--- config.mk ---
export PLATFORM = sky130hd
export DESIGN_NAME = isrb_bank
export DESIGN_NICKNAME = d
export VERILOG_FILES = /design/src/core/isrb_pkg.sv /design/src/core/isrb_byte_reg.sv /design/src/core/isrb_bank.sv
export SDC_FILE = /design/constraint.sdc
export NUM_CORES = 1
export LEC_CHECK = 0
export BUFFER_PORTS_ARGS = -buffer_cell sky130_fd_sc_hd__buf_4
export CAP_MARGIN = 25
export CORE_MARGIN = 4
export CORE_UTILIZATION = 30
export CTS_CLUSTER_DIAMETER = 100
export DETAILED_ROUTE_END_ITERATION = 6
export HOLD_SLACK_MARGIN = 0.12
export PLACE_DENSITY = 0.6
export SETUP_SLACK_MARGIN = 0.5
export SYNTH_ARGS = -nofsm -noshare
export SYNTH_HDL_FRONTEND = slang
export SYNTH_SLANG_ARGS = --single-unit
--- constraint.sdc ---
create_clock -name sys_clk -period 2.13 [get_ports sys_clk]
set_input_delay 0.1065 -clock sys_clk [delete_from_list [all_inputs] [get_ports sys_clk]]
set_output_delay 0.1065 -clock sys_clk [all_outputs]
set_load 0.02 [all_outputs]
--- src/core/isrb_pkg.sv ---
// Purpose: Shared constants for the impedance sweep register bank
// Assumes: Byte-wide register port, one clock, active-low async reset
// Notes: Offsets are byte addresses on the register port
package isrb_pkg;
	localparam logic [7:0] ADDR_CTRL_HI = 8'h80;
	localparam logic [7:0] ADDR_CTRL_LO = 8'h81;
	localparam logic [7:0] ADDR_START_0 = 8'h82;
	localparam logic [7:0] ADDR_STEP_0 = 8'h85;
	localparam logic [7:0] ADDR_COUNT_0 = 8'h88;
	localparam logic [7:0] ADDR_SETTLE_0 = 8'h8A;
	localparam logic [7:0] ADDR_STATUS = 8'h8F;
	localparam logic [7:0] ADDR_REAL_HI = 8'h94;
	localparam logic [7:0] ADDR_REAL_LO = 8'h95;
	localparam logic [7:0] ADDR_IMAG_HI = 8'h96;
	localparam logic [7:0] ADDR_IMAG_LO = 8'h97;
	localparam logic [15:0] CTRL_RESET = 16'hA000;
	localparam logic [23:0] FREQ_RESET = 24'h000000;
	localparam logic [15:0] WORD_RESET = 16'h0000;
	localparam int CMD_MSB = 15;
	localparam int CMD_LSB = 12;
	localparam int UNUSED_BIT = 11;
	localparam int RANGE_MSB = 10;
	localparam int RANGE_LSB = 9;
	localparam int GAIN_BIT = 8;
	localparam int CLKSRC_BIT = 3;
	localparam int RESET_BIT = 4;
	// Command codes of the upper nibble
	typedef enum logic [3:0]
	{
		ISRB_CMD_NOP = 4'h0,
		ISRB_CMD_INIT = 4'h1,
		ISRB_CMD_SWEEP = 4'h2,
		ISRB_CMD_STEP = 4'h3,
		ISRB_CMD_REPEAT = 4'h4,
		ISRB_CMD_PWRDN = 4'hA,
		ISRB_CMD_STBY = 4'hB
	} isrb_cmd_e;
	// Excitation range numbers
	typedef enum logic [1:0]
	{
		ISRB_RANGE_1 = 2'h0,
		ISRB_RANGE_2 = 2'h1,
		ISRB_RANGE_3 = 2'h2,
		ISRB_RANGE_4 = 2'h3
	} isrb_range_e;
endpackage

--- src/core/isrb_byte_reg.sv ---
// Purpose: One byte lane of a writable register
// Assumes: Write strobe is one cycle wide
// Notes: Reset value is set per instance
module isrb_byte_reg #(
	parameter logic [7:0] RESET_VAL = 8'h00
)
(
	input wire logic sys_clk, // System clock
	input wire logic rst_n, // Async reset, active low
	input wire logic wrEn, // Load strobe
	input wire logic [7:0] wrData, // Byte to load
	output logic [7:0] value // Stored byte
);
	// Plain byte storage
	always_ff @(posedge sys_clk or negedge rst_n)
	begin
		if (!rst_n)
			value <= RESET_VAL;
		else if (wrEn)
			value <= wrData;
	end
endmodule

--- src/core/isrb_bank.sv ---
// Purpose: Register bank of an impedance sweep converter
// Assumes: Serial bus front end already yields byte address, write strobe and read data path
// Notes: Read data is registered; one cycle from read strobe to rdValid
// Notes on behaviour
// - Sixteen-bit control register, upper byte at 0x80, lower byte at 0x81.
// - Control register resets to 0xA000 at power-up.
// - Top four control bits decode as the command field.
// - Writing only the upper control byte leaves the lower byte unchanged.
// - Reset command leaves start frequency, step and step count untouched.
// - After reset command, sweep waits for an initialize-with-start-frequency command.
// - Range field: 00 2V, 01 200mV, 10 400mV, 11 1V peak-to-peak.
// - Control bit eleven has no effect whatever its value.
// - Control register also holds excitation range and clock source selection.
// - Control bit eight picks gain: 0 is times five, 1 times one.
module isrb_bank
(
	input wire logic sys_clk, // System clock, 20 MHz
	input wire logic rst_n, // Async reset, active low
	input wire logic [7:0] busAddr, // Register byte address
	input wire logic busWrite, // Byte write strobe
	input wire logic busBlock, // Write belongs to a block write
	input wire logic [7:0] busWrData, // Write byte
	input wire logic busRead, // Byte read strobe
	output logic [7:0] busRdData, // Read byte
	output logic rdValid, // Read data valid pulse
	output logic rdMapped, // Last read hit a mapped address
	input wire logic [7:0] engineStatus, // Status byte from sweep engine
	input wire logic [15:0] engineReal, // Real result from datapath
	input wire logic [15:0] engineImag, // Imaginary result from datapath
	output logic [23:0] sweepStartFreq, // Start frequency word
	output logic [23:0] sweepFreqStep, // Frequency increment word
	output logic [15:0] sweepStepCount, // Sweep_step_count
	output logic [15:0] settleCycleCount, // Settling cycles
	output logic [3:0] sweepCmd, // Command field
	output logic cmdStrobe, // Pulse on upper control byte write
	output logic sweepArmed, // Sweep may run
	output logic [1:0] excitationRange, // Range number minus one
	output logic gainSelectBit, // High for unity gain
	output logic gainTimesFive, // Amplifier at times five
	output logic extClockSel, // External clock selected
	output logic softReset // Reset command held
);
	import isrb_pkg::*;

	logic [15:0] controlWord;
	logic [7:0] ctrlHi;
	logic [7:0] ctrlLo;
	logic [23:0] freqStart;
	logic [23:0] freqStep;
	logic [15:0] stepCount;
	logic [15:0] settleCount;
	logic ctrlHiWr;
	logic ctrlLoWr;
	logic [7:0] next_rdData;
	logic next_mapped;
	logic armed;

	// Control writes are single-byte only; block writes are dropped to protect command decode
	assign ctrlHiWr = busWrite && !busBlock && (busAddr == ADDR_CTRL_HI);
	assign ctrlLoWr = busWrite && !busBlock && (busAddr == ADDR_CTRL_LO);

	// Control bytes kept apart so an upper-byte write cannot disturb the lower byte
	isrb_byte_reg #(.RESET_VAL(CTRL_RESET[15:8])) uCtrlHi
	(
		.sys_clk(sys_clk),
		.rst_n(rst_n),
		.wrEn(ctrlHiWr),
		.wrData(busWrData),
		.value(ctrlHi)
	);
	isrb_byte_reg #(.RESET_VAL(CTRL_RESET[7:0])) uCtrlLo
	(
		.sys_clk(sys_clk),
		.rst_n(rst_n),
		.wrEn(ctrlLoWr),
		.wrData(busWrData),
		.value(ctrlLo)
	);

	// Both byte lanes joined into one word; each lane still has a single driver
	assign controlWord = {ctrlHi, ctrlLo};

	// Start frequency, MSB at the lowest address; a reset command never reaches it
	always_ff @(posedge sys_clk or negedge rst_n)
	begin
		if (!rst_n)
			freqStart <= FREQ_RESET;
		else if (busWrite)
		begin
			unique case (busAddr)
				ADDR_START_0: freqStart[23:16] <= busWrData;
				ADDR_START_0 + 8'h01: freqStart[15:8] <= busWrData;
				ADDR_START_0 + 8'h02: freqStart[7:0] <= busWrData;
				default: ; // Other addresses belong to other registers
			endcase
		end
	end

	// Frequency increment, kept across a reset command
	always_ff @(posedge sys_clk or negedge rst_n)
	begin
		if (!rst_n)
			freqStep <= FREQ_RESET;
		else if (busWrite)
		begin
			unique case (busAddr)
				ADDR_STEP_0: freqStep[23:16] <= busWrData;
				ADDR_STEP_0 + 8'h01: freqStep[15:8] <= busWrData;
				ADDR_STEP_0 + 8'h02: freqStep[7:0] <= busWrData;
				default: ; // Other addresses belong to other registers
			endcase
		end
	end

	// Sweep_step_count, kept across a reset command
	always_ff @(posedge sys_clk or negedge rst_n)
	begin
		if (!rst_n)
			stepCount <= WORD_RESET;
		else if (busWrite)
		begin
			unique case (busAddr)
				ADDR_COUNT_0: stepCount[15:8] <= busWrData;
				ADDR_COUNT_0 + 8'h01: stepCount[7:0] <= busWrData;
				default: ; // Other addresses belong to other registers
			endcase
		end
	end

	// Settling cycles; read-only and unmapped addresses fall through every setup block
	always_ff @(posedge sys_clk or negedge rst_n)
	begin
		if (!rst_n)
			settleCount <= WORD_RESET;
		else if (busWrite)
		begin
			unique case (busAddr)
				ADDR_SETTLE_0: settleCount[15:8] <= busWrData;
				ADDR_SETTLE_0 + 8'h01: settleCount[7:0] <= busWrData;
				default: ; // Status, results and unmapped addresses ignore writes
			endcase
		end
	end

	// Armed state: cleared by reset command, set again only by initialize command
	always_ff @(posedge sys_clk or negedge rst_n)
	begin
		if (!rst_n)
			armed <= 1'b0;
		else if (ctrlLoWr && busWrData[RESET_BIT])
			armed <= 1'b0;
		else if (ctrlHiWr && (busWrData[7:4] == ISRB_CMD_INIT))
			armed <= 1'b1;
	end

	// Read mux picks the addressed byte
	always_comb
	begin
		next_rdData = 8'h00;
		next_mapped = 1'b1;
		unique case (busAddr)
			ADDR_CTRL_HI: next_rdData = controlWord[15:8];
			ADDR_CTRL_LO: next_rdData = controlWord[7:0];
			ADDR_START_0: next_rdData = freqStart[23:16];
			ADDR_START_0 + 8'h01: next_rdData = freqStart[15:8];
			ADDR_START_0 + 8'h02: next_rdData = freqStart[7:0];
			ADDR_STEP_0: next_rdData = freqStep[23:16];
			ADDR_STEP_0 + 8'h01: next_rdData = freqStep[15:8];
			ADDR_STEP_0 + 8'h02: next_rdData = freqStep[7:0];
			ADDR_COUNT_0: next_rdData = stepCount[15:8];
			ADDR_COUNT_0 + 8'h01: next_rdData = stepCount[7:0];
			ADDR_SETTLE_0: next_rdData = settleCount[15:8];
			ADDR_SETTLE_0 + 8'h01: next_rdData = settleCount[7:0];
			ADDR_STATUS: next_rdData = engineStatus;
			ADDR_REAL_HI: next_rdData = engineReal[15:8];
			ADDR_REAL_LO: next_rdData = engineReal[7:0];
			ADDR_IMAG_HI: next_rdData = engineImag[15:8];
			ADDR_IMAG_LO: next_rdData = engineImag[7:0];
			default: next_mapped = 1'b0; // Unmapped reads return zero
		endcase
	end

	// Registered read answer
	always_ff @(posedge sys_clk or negedge rst_n)
	begin
		if (!rst_n)
		begin
			busRdData <= 8'h00;
			rdValid <= 1'b0;
			rdMapped <= 1'b0;
		end
		else
		begin
			rdValid <= busRead;
			if (busRead)
			begin
				busRdData <= next_rdData;
				rdMapped <= next_mapped;
			end
		end
	end

	// Command strobe follows an accepted upper control byte write
	always_ff @(posedge sys_clk or negedge rst_n)
	begin
		if (!rst_n)
			cmdStrobe <= 1'b0;
		else
			cmdStrobe <= ctrlHiWr;
	end

	// Field decode; bit eleven is deliberately left unread
	assign sweepCmd = controlWord[CMD_MSB:CMD_LSB];
	assign excitationRange = controlWord[RANGE_MSB:RANGE_LSB] == 2'h0 ? ISRB_RANGE_1 :
		controlWord[RANGE_MSB:RANGE_LSB] == 2'h1 ? ISRB_RANGE_3 :
		controlWord[RANGE_MSB:RANGE_LSB] == 2'h2 ? ISRB_RANGE_4 : ISRB_RANGE_2;
	assign gainSelectBit = controlWord[GAIN_BIT];
	assign gainTimesFive = !controlWord[GAIN_BIT];
	assign extClockSel = controlWord[CLKSRC_BIT];
	assign softReset = controlWord[RESET_BIT];
	assign sweepArmed = armed;
	assign sweepStartFreq = freqStart;
	assign sweepFreqStep = freqStep;
	assign sweepStepCount = stepCount;
	assign settleCycleCount = settleCount;
endmodule

== Yosys cells after proc, flatten, opt, wreduce, memory -nomap -nowiden ==
Index checks and enable logic that the tools add are counted.

* Add/subtract/negate cells: 0
* Multiply operators: 0
* Divide/modulo/power cells: 0
* $lt $le $gt $ge: 0
* Equal/unequal tests: 20
* Shifts and indexed selects: 0
* Muxes and demuxes: 7
* Bitwise operators: 0
* Reduce and logical (&&, ||, !) cells: 20

{| class="wikitable"
|+ Operators by type and width
! kind !! count
|-
| 8-bit == test, second input constant || 17
|-
| 8-bit case mux with 17 select lines || 1
|-
| 2-bit AND reduction || 10
|-
| 17-bit OR reduction || 1
|-
| 2-bit two-way mux || 3
|-
| 1-bit logical AND || 5
|-
| 4-bit by 1-bit == test with 1-bit output, second input constant || 1
|-
| 1-bit two-way mux || 3
|-
| 2-bit by 1-bit == test with 1-bit output, second input constant || 1
|-
| 2-bit == test, second input constant || 1
|-
| 1-bit logical NOT || 2
|-
| 2-bit logical NOT || 1
|-
| 2-bit nonzero test || 1
|}

* Flip-flop bits (word level): 108
* Bits in latches: 0
* Memory bits (writable): 0
* ROM bits: 0
* Input bits: 61
* Output and inout port bits: 102
* Logic and storage cells: 64
* Memories: 0

== Longest topological paths before layout ==
* Depth after elaboration: 6
* Gate-level depth with buffers: 8
* Depth with buffers taken out: 5

== By module ==
A second synthesis with hierarchy kept.

* Cell total of the unflattened synthesis: 472
* Area, all modules: 5745.5 um^2

{| class="wikitable"
|+ By module, submodules not included
! module !! times used !! cells an instance !! area an instance (um^2) !! seq. area each (um^2)
|-
| isrb_bank || 1 || 438 || 5079.9 || 2302.2
|-
| isrb_byte_reg at uCtrlHi || 1 || 17 || 334.1 || 202.7
|-
| isrb_byte_reg at uCtrlLo || 1 || 17 || 331.6 || 200.2
|}

== Worst setup path after synthesis ==
No wires, ideal clock.

* Path type: input-to-reg
* From: input port busAddr[1]
* To: register busRdData[6]
* Setup time: 126 ps
* Arrival: 1680 ps
* Data required time: 2004 ps
* Path slack: 324 ps
* Cell stages on the path: 8
* Path buffers: 3
* Cells stage by stage: clkbuf_1 > buf_2 > buf_2 > mux2i_1 > nor2_1 > a221oi_1 > o211ai_1 > o32a_1

* Cells in the longest elaborated chain, start to end: 2
* Elaborated cells on any way between the ends: 18
* Those cells by class: eq/ne (17); mux (1)

{| class="wikitable"
|+ RTL lines
! element !! RTL line !! text
|-
| start: declaration || isrb_bank.sv:19 || <nowiki>input wire logic [7:0] busAddr,</nowiki>
|-
| 8-bit == test || isrb_bank.sv:161 || <nowiki>unique case (busAddr)</nowiki>
|-
| 8-bit case mux with 17 select lines (*) || isrb_bank.sv:161 ||
|-
| end signal: assignment || isrb_bank.sv:197 || <nowiki>busRdData <= next_rdData;</nowiki>
|-
| end: declaration || isrb_bank.sv:24 || <nowiki>output logic [7:0] busRdData,</nowiki>
|}

Mark *: on every way between the ends. The rest lies on a longest branch, timed or not.
A chain may end at the register's enable or synchronous reset.

== Worst setup path after layout ==
* From: input port busAddr[3]
* To: register freqStep[19] (netlist: sweepFreqStep[19])

* Cells in the longest elaborated chain, start to end: 2

{| class="wikitable"
|+ RTL lines
! element !! RTL line !! text
|-
| 8-bit == test || isrb_bank.sv:106 || <nowiki>unique case (busAddr)</nowiki>
|-
| 2-bit AND reduction (no source line) || -- ||
|-
| end signal: assignment || isrb_bank.sv:107 || <nowiki>ADDR_STEP_0: freqStep[23:16] <= busWrData;</nowiki>
|-
| end: declaration || isrb_bank.sv:49 || <nowiki>logic [23:0] freqStep;</nowiki>
|}

No other way between the ends.

==> results.json <==
{
  "first_pass_iters": 5,
  "diodes": 0,
  "final_area_mm2": 0.00767,
  "cp.required_ns": 2.38,
  "synth_ff_type": "dfrtp_1",
  "wl_per_cell_um": 23.9,
  "post-dp-hpwl_mm": 16.0,
  "drv_cap": 0,
  "place_area_mm2": 0.00722,
  "final_net_count": 701,
  "peakVddDrop_uv": 409,
  "die-area_mm2": 0.0206,
  "rows": 49,
  "tns_ns": 0,
  "synth_edf_count": 0,
  "hold_class": "input pin to flip-flop",
  "rsz0062_at_grt": "yes",
  "drc_errors": 0,
  "start_kind": "input pin",
  "cts-root-buf": "clkbuf_16",
  "gp_congestion": 0.890,
  "worstSkewPairLatency_ns": 0.36,
  "coreArea_mm2": 0.0180,
  "port_buffers": 162,
  "clock_sinks": 108,
  "skew_ns": 0.0109,
  "synth.distinct_cells": 56,
  "grt-ovfl-total": 0,
  "antenna_found_initial": 0,
  "yosys_warnings": 0,
  "htreeDepth": 3,
  "wirelength_mm": 20.8,
  "criticalPathCategory": "input pin to flip-flop",
  "p_leak_nw": 3.76,
  "cp_max_fo": 7,
  "power_per_cell_area_mw_per_mm2": 619,
  "vias_per_cell": 5.43,
  "worstPathArrival_ns": 1.84,
  "cts_tree": "yes",
  "drtIter0Drc": 390,
  "hold_path_end": "uCtrlLo.value[6]",
  "clk_pin_slew_ns": 0.07,
  "status": "complete, no violations",
  "hold_viol": 0,
  "finalCritPeriodShare": 0.750,
  "reg2reg_to": "busRdData[3]",
  "syn_area_per_cell_um2": 12.4,
  "worstSetupEndpointType": "flip-flop",
  "setup_viol": 0,
  "area_growth_pct": 39.3,
  "ios": 163,
  "r2r_start": "uCtrlHi.value[3]",
  "post-route-min-period_ns": 1.60,
  "slew_viol_final": 0,
  "worstHoldStart": "busWrData[6]",
  "die_y_um": 143,
  "cts_buffers": 9,
  "grtUsageTotal": 0.202,
  "post-place-ws_ns": 0.108,
  "grt_first_pass_wirelength_mm": 30.9,
  "start_util": 0.306,
  "rr_worst_depth": 5,
  "highest_layer": "met4",
  "grt_max_degree": 39,
  "cts_buffer_depth": 2,
  "vias": 4732,
  "ys_ff_latch": 108,
  "yosysSeqAreaShare": 0.491,
  "met1_length_mm": 8.59,
  "max_slew_margin": 0.480,
  "fin_util": 0.426,
  "synthesis.area_mm2": 0.00551,
  "setup_slack_ns": 0.533,
  "met2_length_mm": 9.91,
  "synth_cells": 443,
  "ys_async_sr_fraction": 1.00,
  "min_path_cells": 2,
  "drtAntennaViolNets": 0,
  "tightest_slew_ns": 0.775,
  "r2r_slack_ns": 0.56,
  "wl_met3_mm": 1.81,
  "power_mw": 4.75,
  "grt_pass1_vias": 4988,
  "crit_start": "busAddr[3]",
  "drive_gt1_frac": 0.548,
  "die_w_um": 143,
  "synth.net_count": 506,
  "fmax_mhz": 626
}
[cells in the final DEF, fill, tap and decap left out, types with 6 or more instances in the layout]
cell type and count:
buf_4 209, dfrtp_1 106, mux2_2 103, nand2_1 22, mux2i_1 13, nand3_1 11, a22oi_1 9, a22o_1 9
clkbuf_16 9, nor2_1 8, o21ai_0 8, dlygate4sd3_1 8, inv_1 7, nor2b_1 7, and3_1 7, o2bb2ai_1 6
a32oi_1 6, a21oi_1 6, mux4_2 6
[cell type report]
class | count | area [um^2]
sequential | 108 | 2710
multi-input combinational | 293 | 2660
timing repair buffer | 219 | 1680
clock inverter | 2 | 60.1
inverter | 7 | 26.3
clock buffer | 13 | 250
tap | 229 | 287
fill | 1726 | 10400
[registers in the layout, indices dropped and copies added (netlist names)]
signal	count
busRdData	8
cmdStrobe	1
rdMapped	1
rdValid	1
settleCycleCount	16
sweepArmed	1
sweepFreqStep	24
sweepStartFreq	24
sweepStepCount	16
uCtrlHi.value	8
uCtrlLo.value	8
[through the flow]
stage / hold slack [ns] / instances
floorplan: -0.189 / 443
global placement: 0.114 / 845
detailed placement: 0.111 / 845
CTS: 0.126 / 868
global route: 0.139 / 871
finish: 0.132 / 871
[how the worst max path moves through the flow]
stage	endpoint	slack (ns)
after floorplan	sweepStartFreq[10]	0.43
after global placement	busRdData[1]	0.20
after detailed placement	sweepArmed	0.11
after CTS	sweepArmed	0.47
after global routing	busRdData[3]	0.49
final	sweepFreqStep[19]	0.53
[critical path, cell delays in order]
cell	delay, ns
buf_4	0.12
nor2b_1	0.47
nand2_1	0.35
nor2_2	0.24
buf_4	0.21
mux2_2	0.35
[power by group]
part           leakage (nW)  switching, mW  internal (mW)
clock network         0.150          0.743           1.06
registers              1.48         0.0814           2.13
logic                  2.13          0.399          0.334
total                  3.76           1.22           3.53
[what timing repair did]
action	in CTS	in global routing
hold buffers	8	0
endpoints found under the hold margin	91	0
pin swaps	0	1
endpoints found under the setup margin	1	30
setup buffers	0	3
cloned	0	0
gates resized for setup	0	9
[metal layers]
layer / vias up / track usage
met2: 227 / 0.314
met3: 34 / 0.0566
met5: - / 0
met4: 0 / 0.0773
met1: 2405 / 0.268
li1: 2066 / -
[Yosys cell counts (all sizes together) (3+ instances only)]
master | instances | area share
a22o | 9 | 0.014
nor3b | 3 | 0.0041
a32oi | 6 | 0.0095
o211ai | 3 | 0.0041
nor2 | 15 | 0.013
dfrtp | 106 | 0.48
nor3 | 3 | 0.0048
a221oi | 3 | 0.0048
and2 | 5 | 0.0057
mux2 | 103 | 0.21
a21oi | 6 | 0.0055
and3 | 7 | 0.0080
mux2i | 13 | 0.024
mux4 | 6 | 0.025
nand3 | 15 | 0.021
nand2 | 22 | 0.015
clkbuf | 18 | 0.012
o21ai | 9 | 0.0082
a31oi | 5 | 0.0057
nor2b | 7 | 0.0080
inv | 7 | 0.0048
buf | 17 | 0.017
a32o | 5 | 0.0091
a22oi | 9 | 0.012
nand4 | 4 | 0.0045
o2bb2ai | 6 | 0.0095
nand3b | 3 | 0.0041
[kinds of logic after synthesis]
group | synth area share
compound gates | 0.107
mux | 0.259
flops | 0.491
fa+ha+maj | 0.00454
buf+inv | 0.0343
simple gates | 0.104
Power figures use the tool's default switching activity.
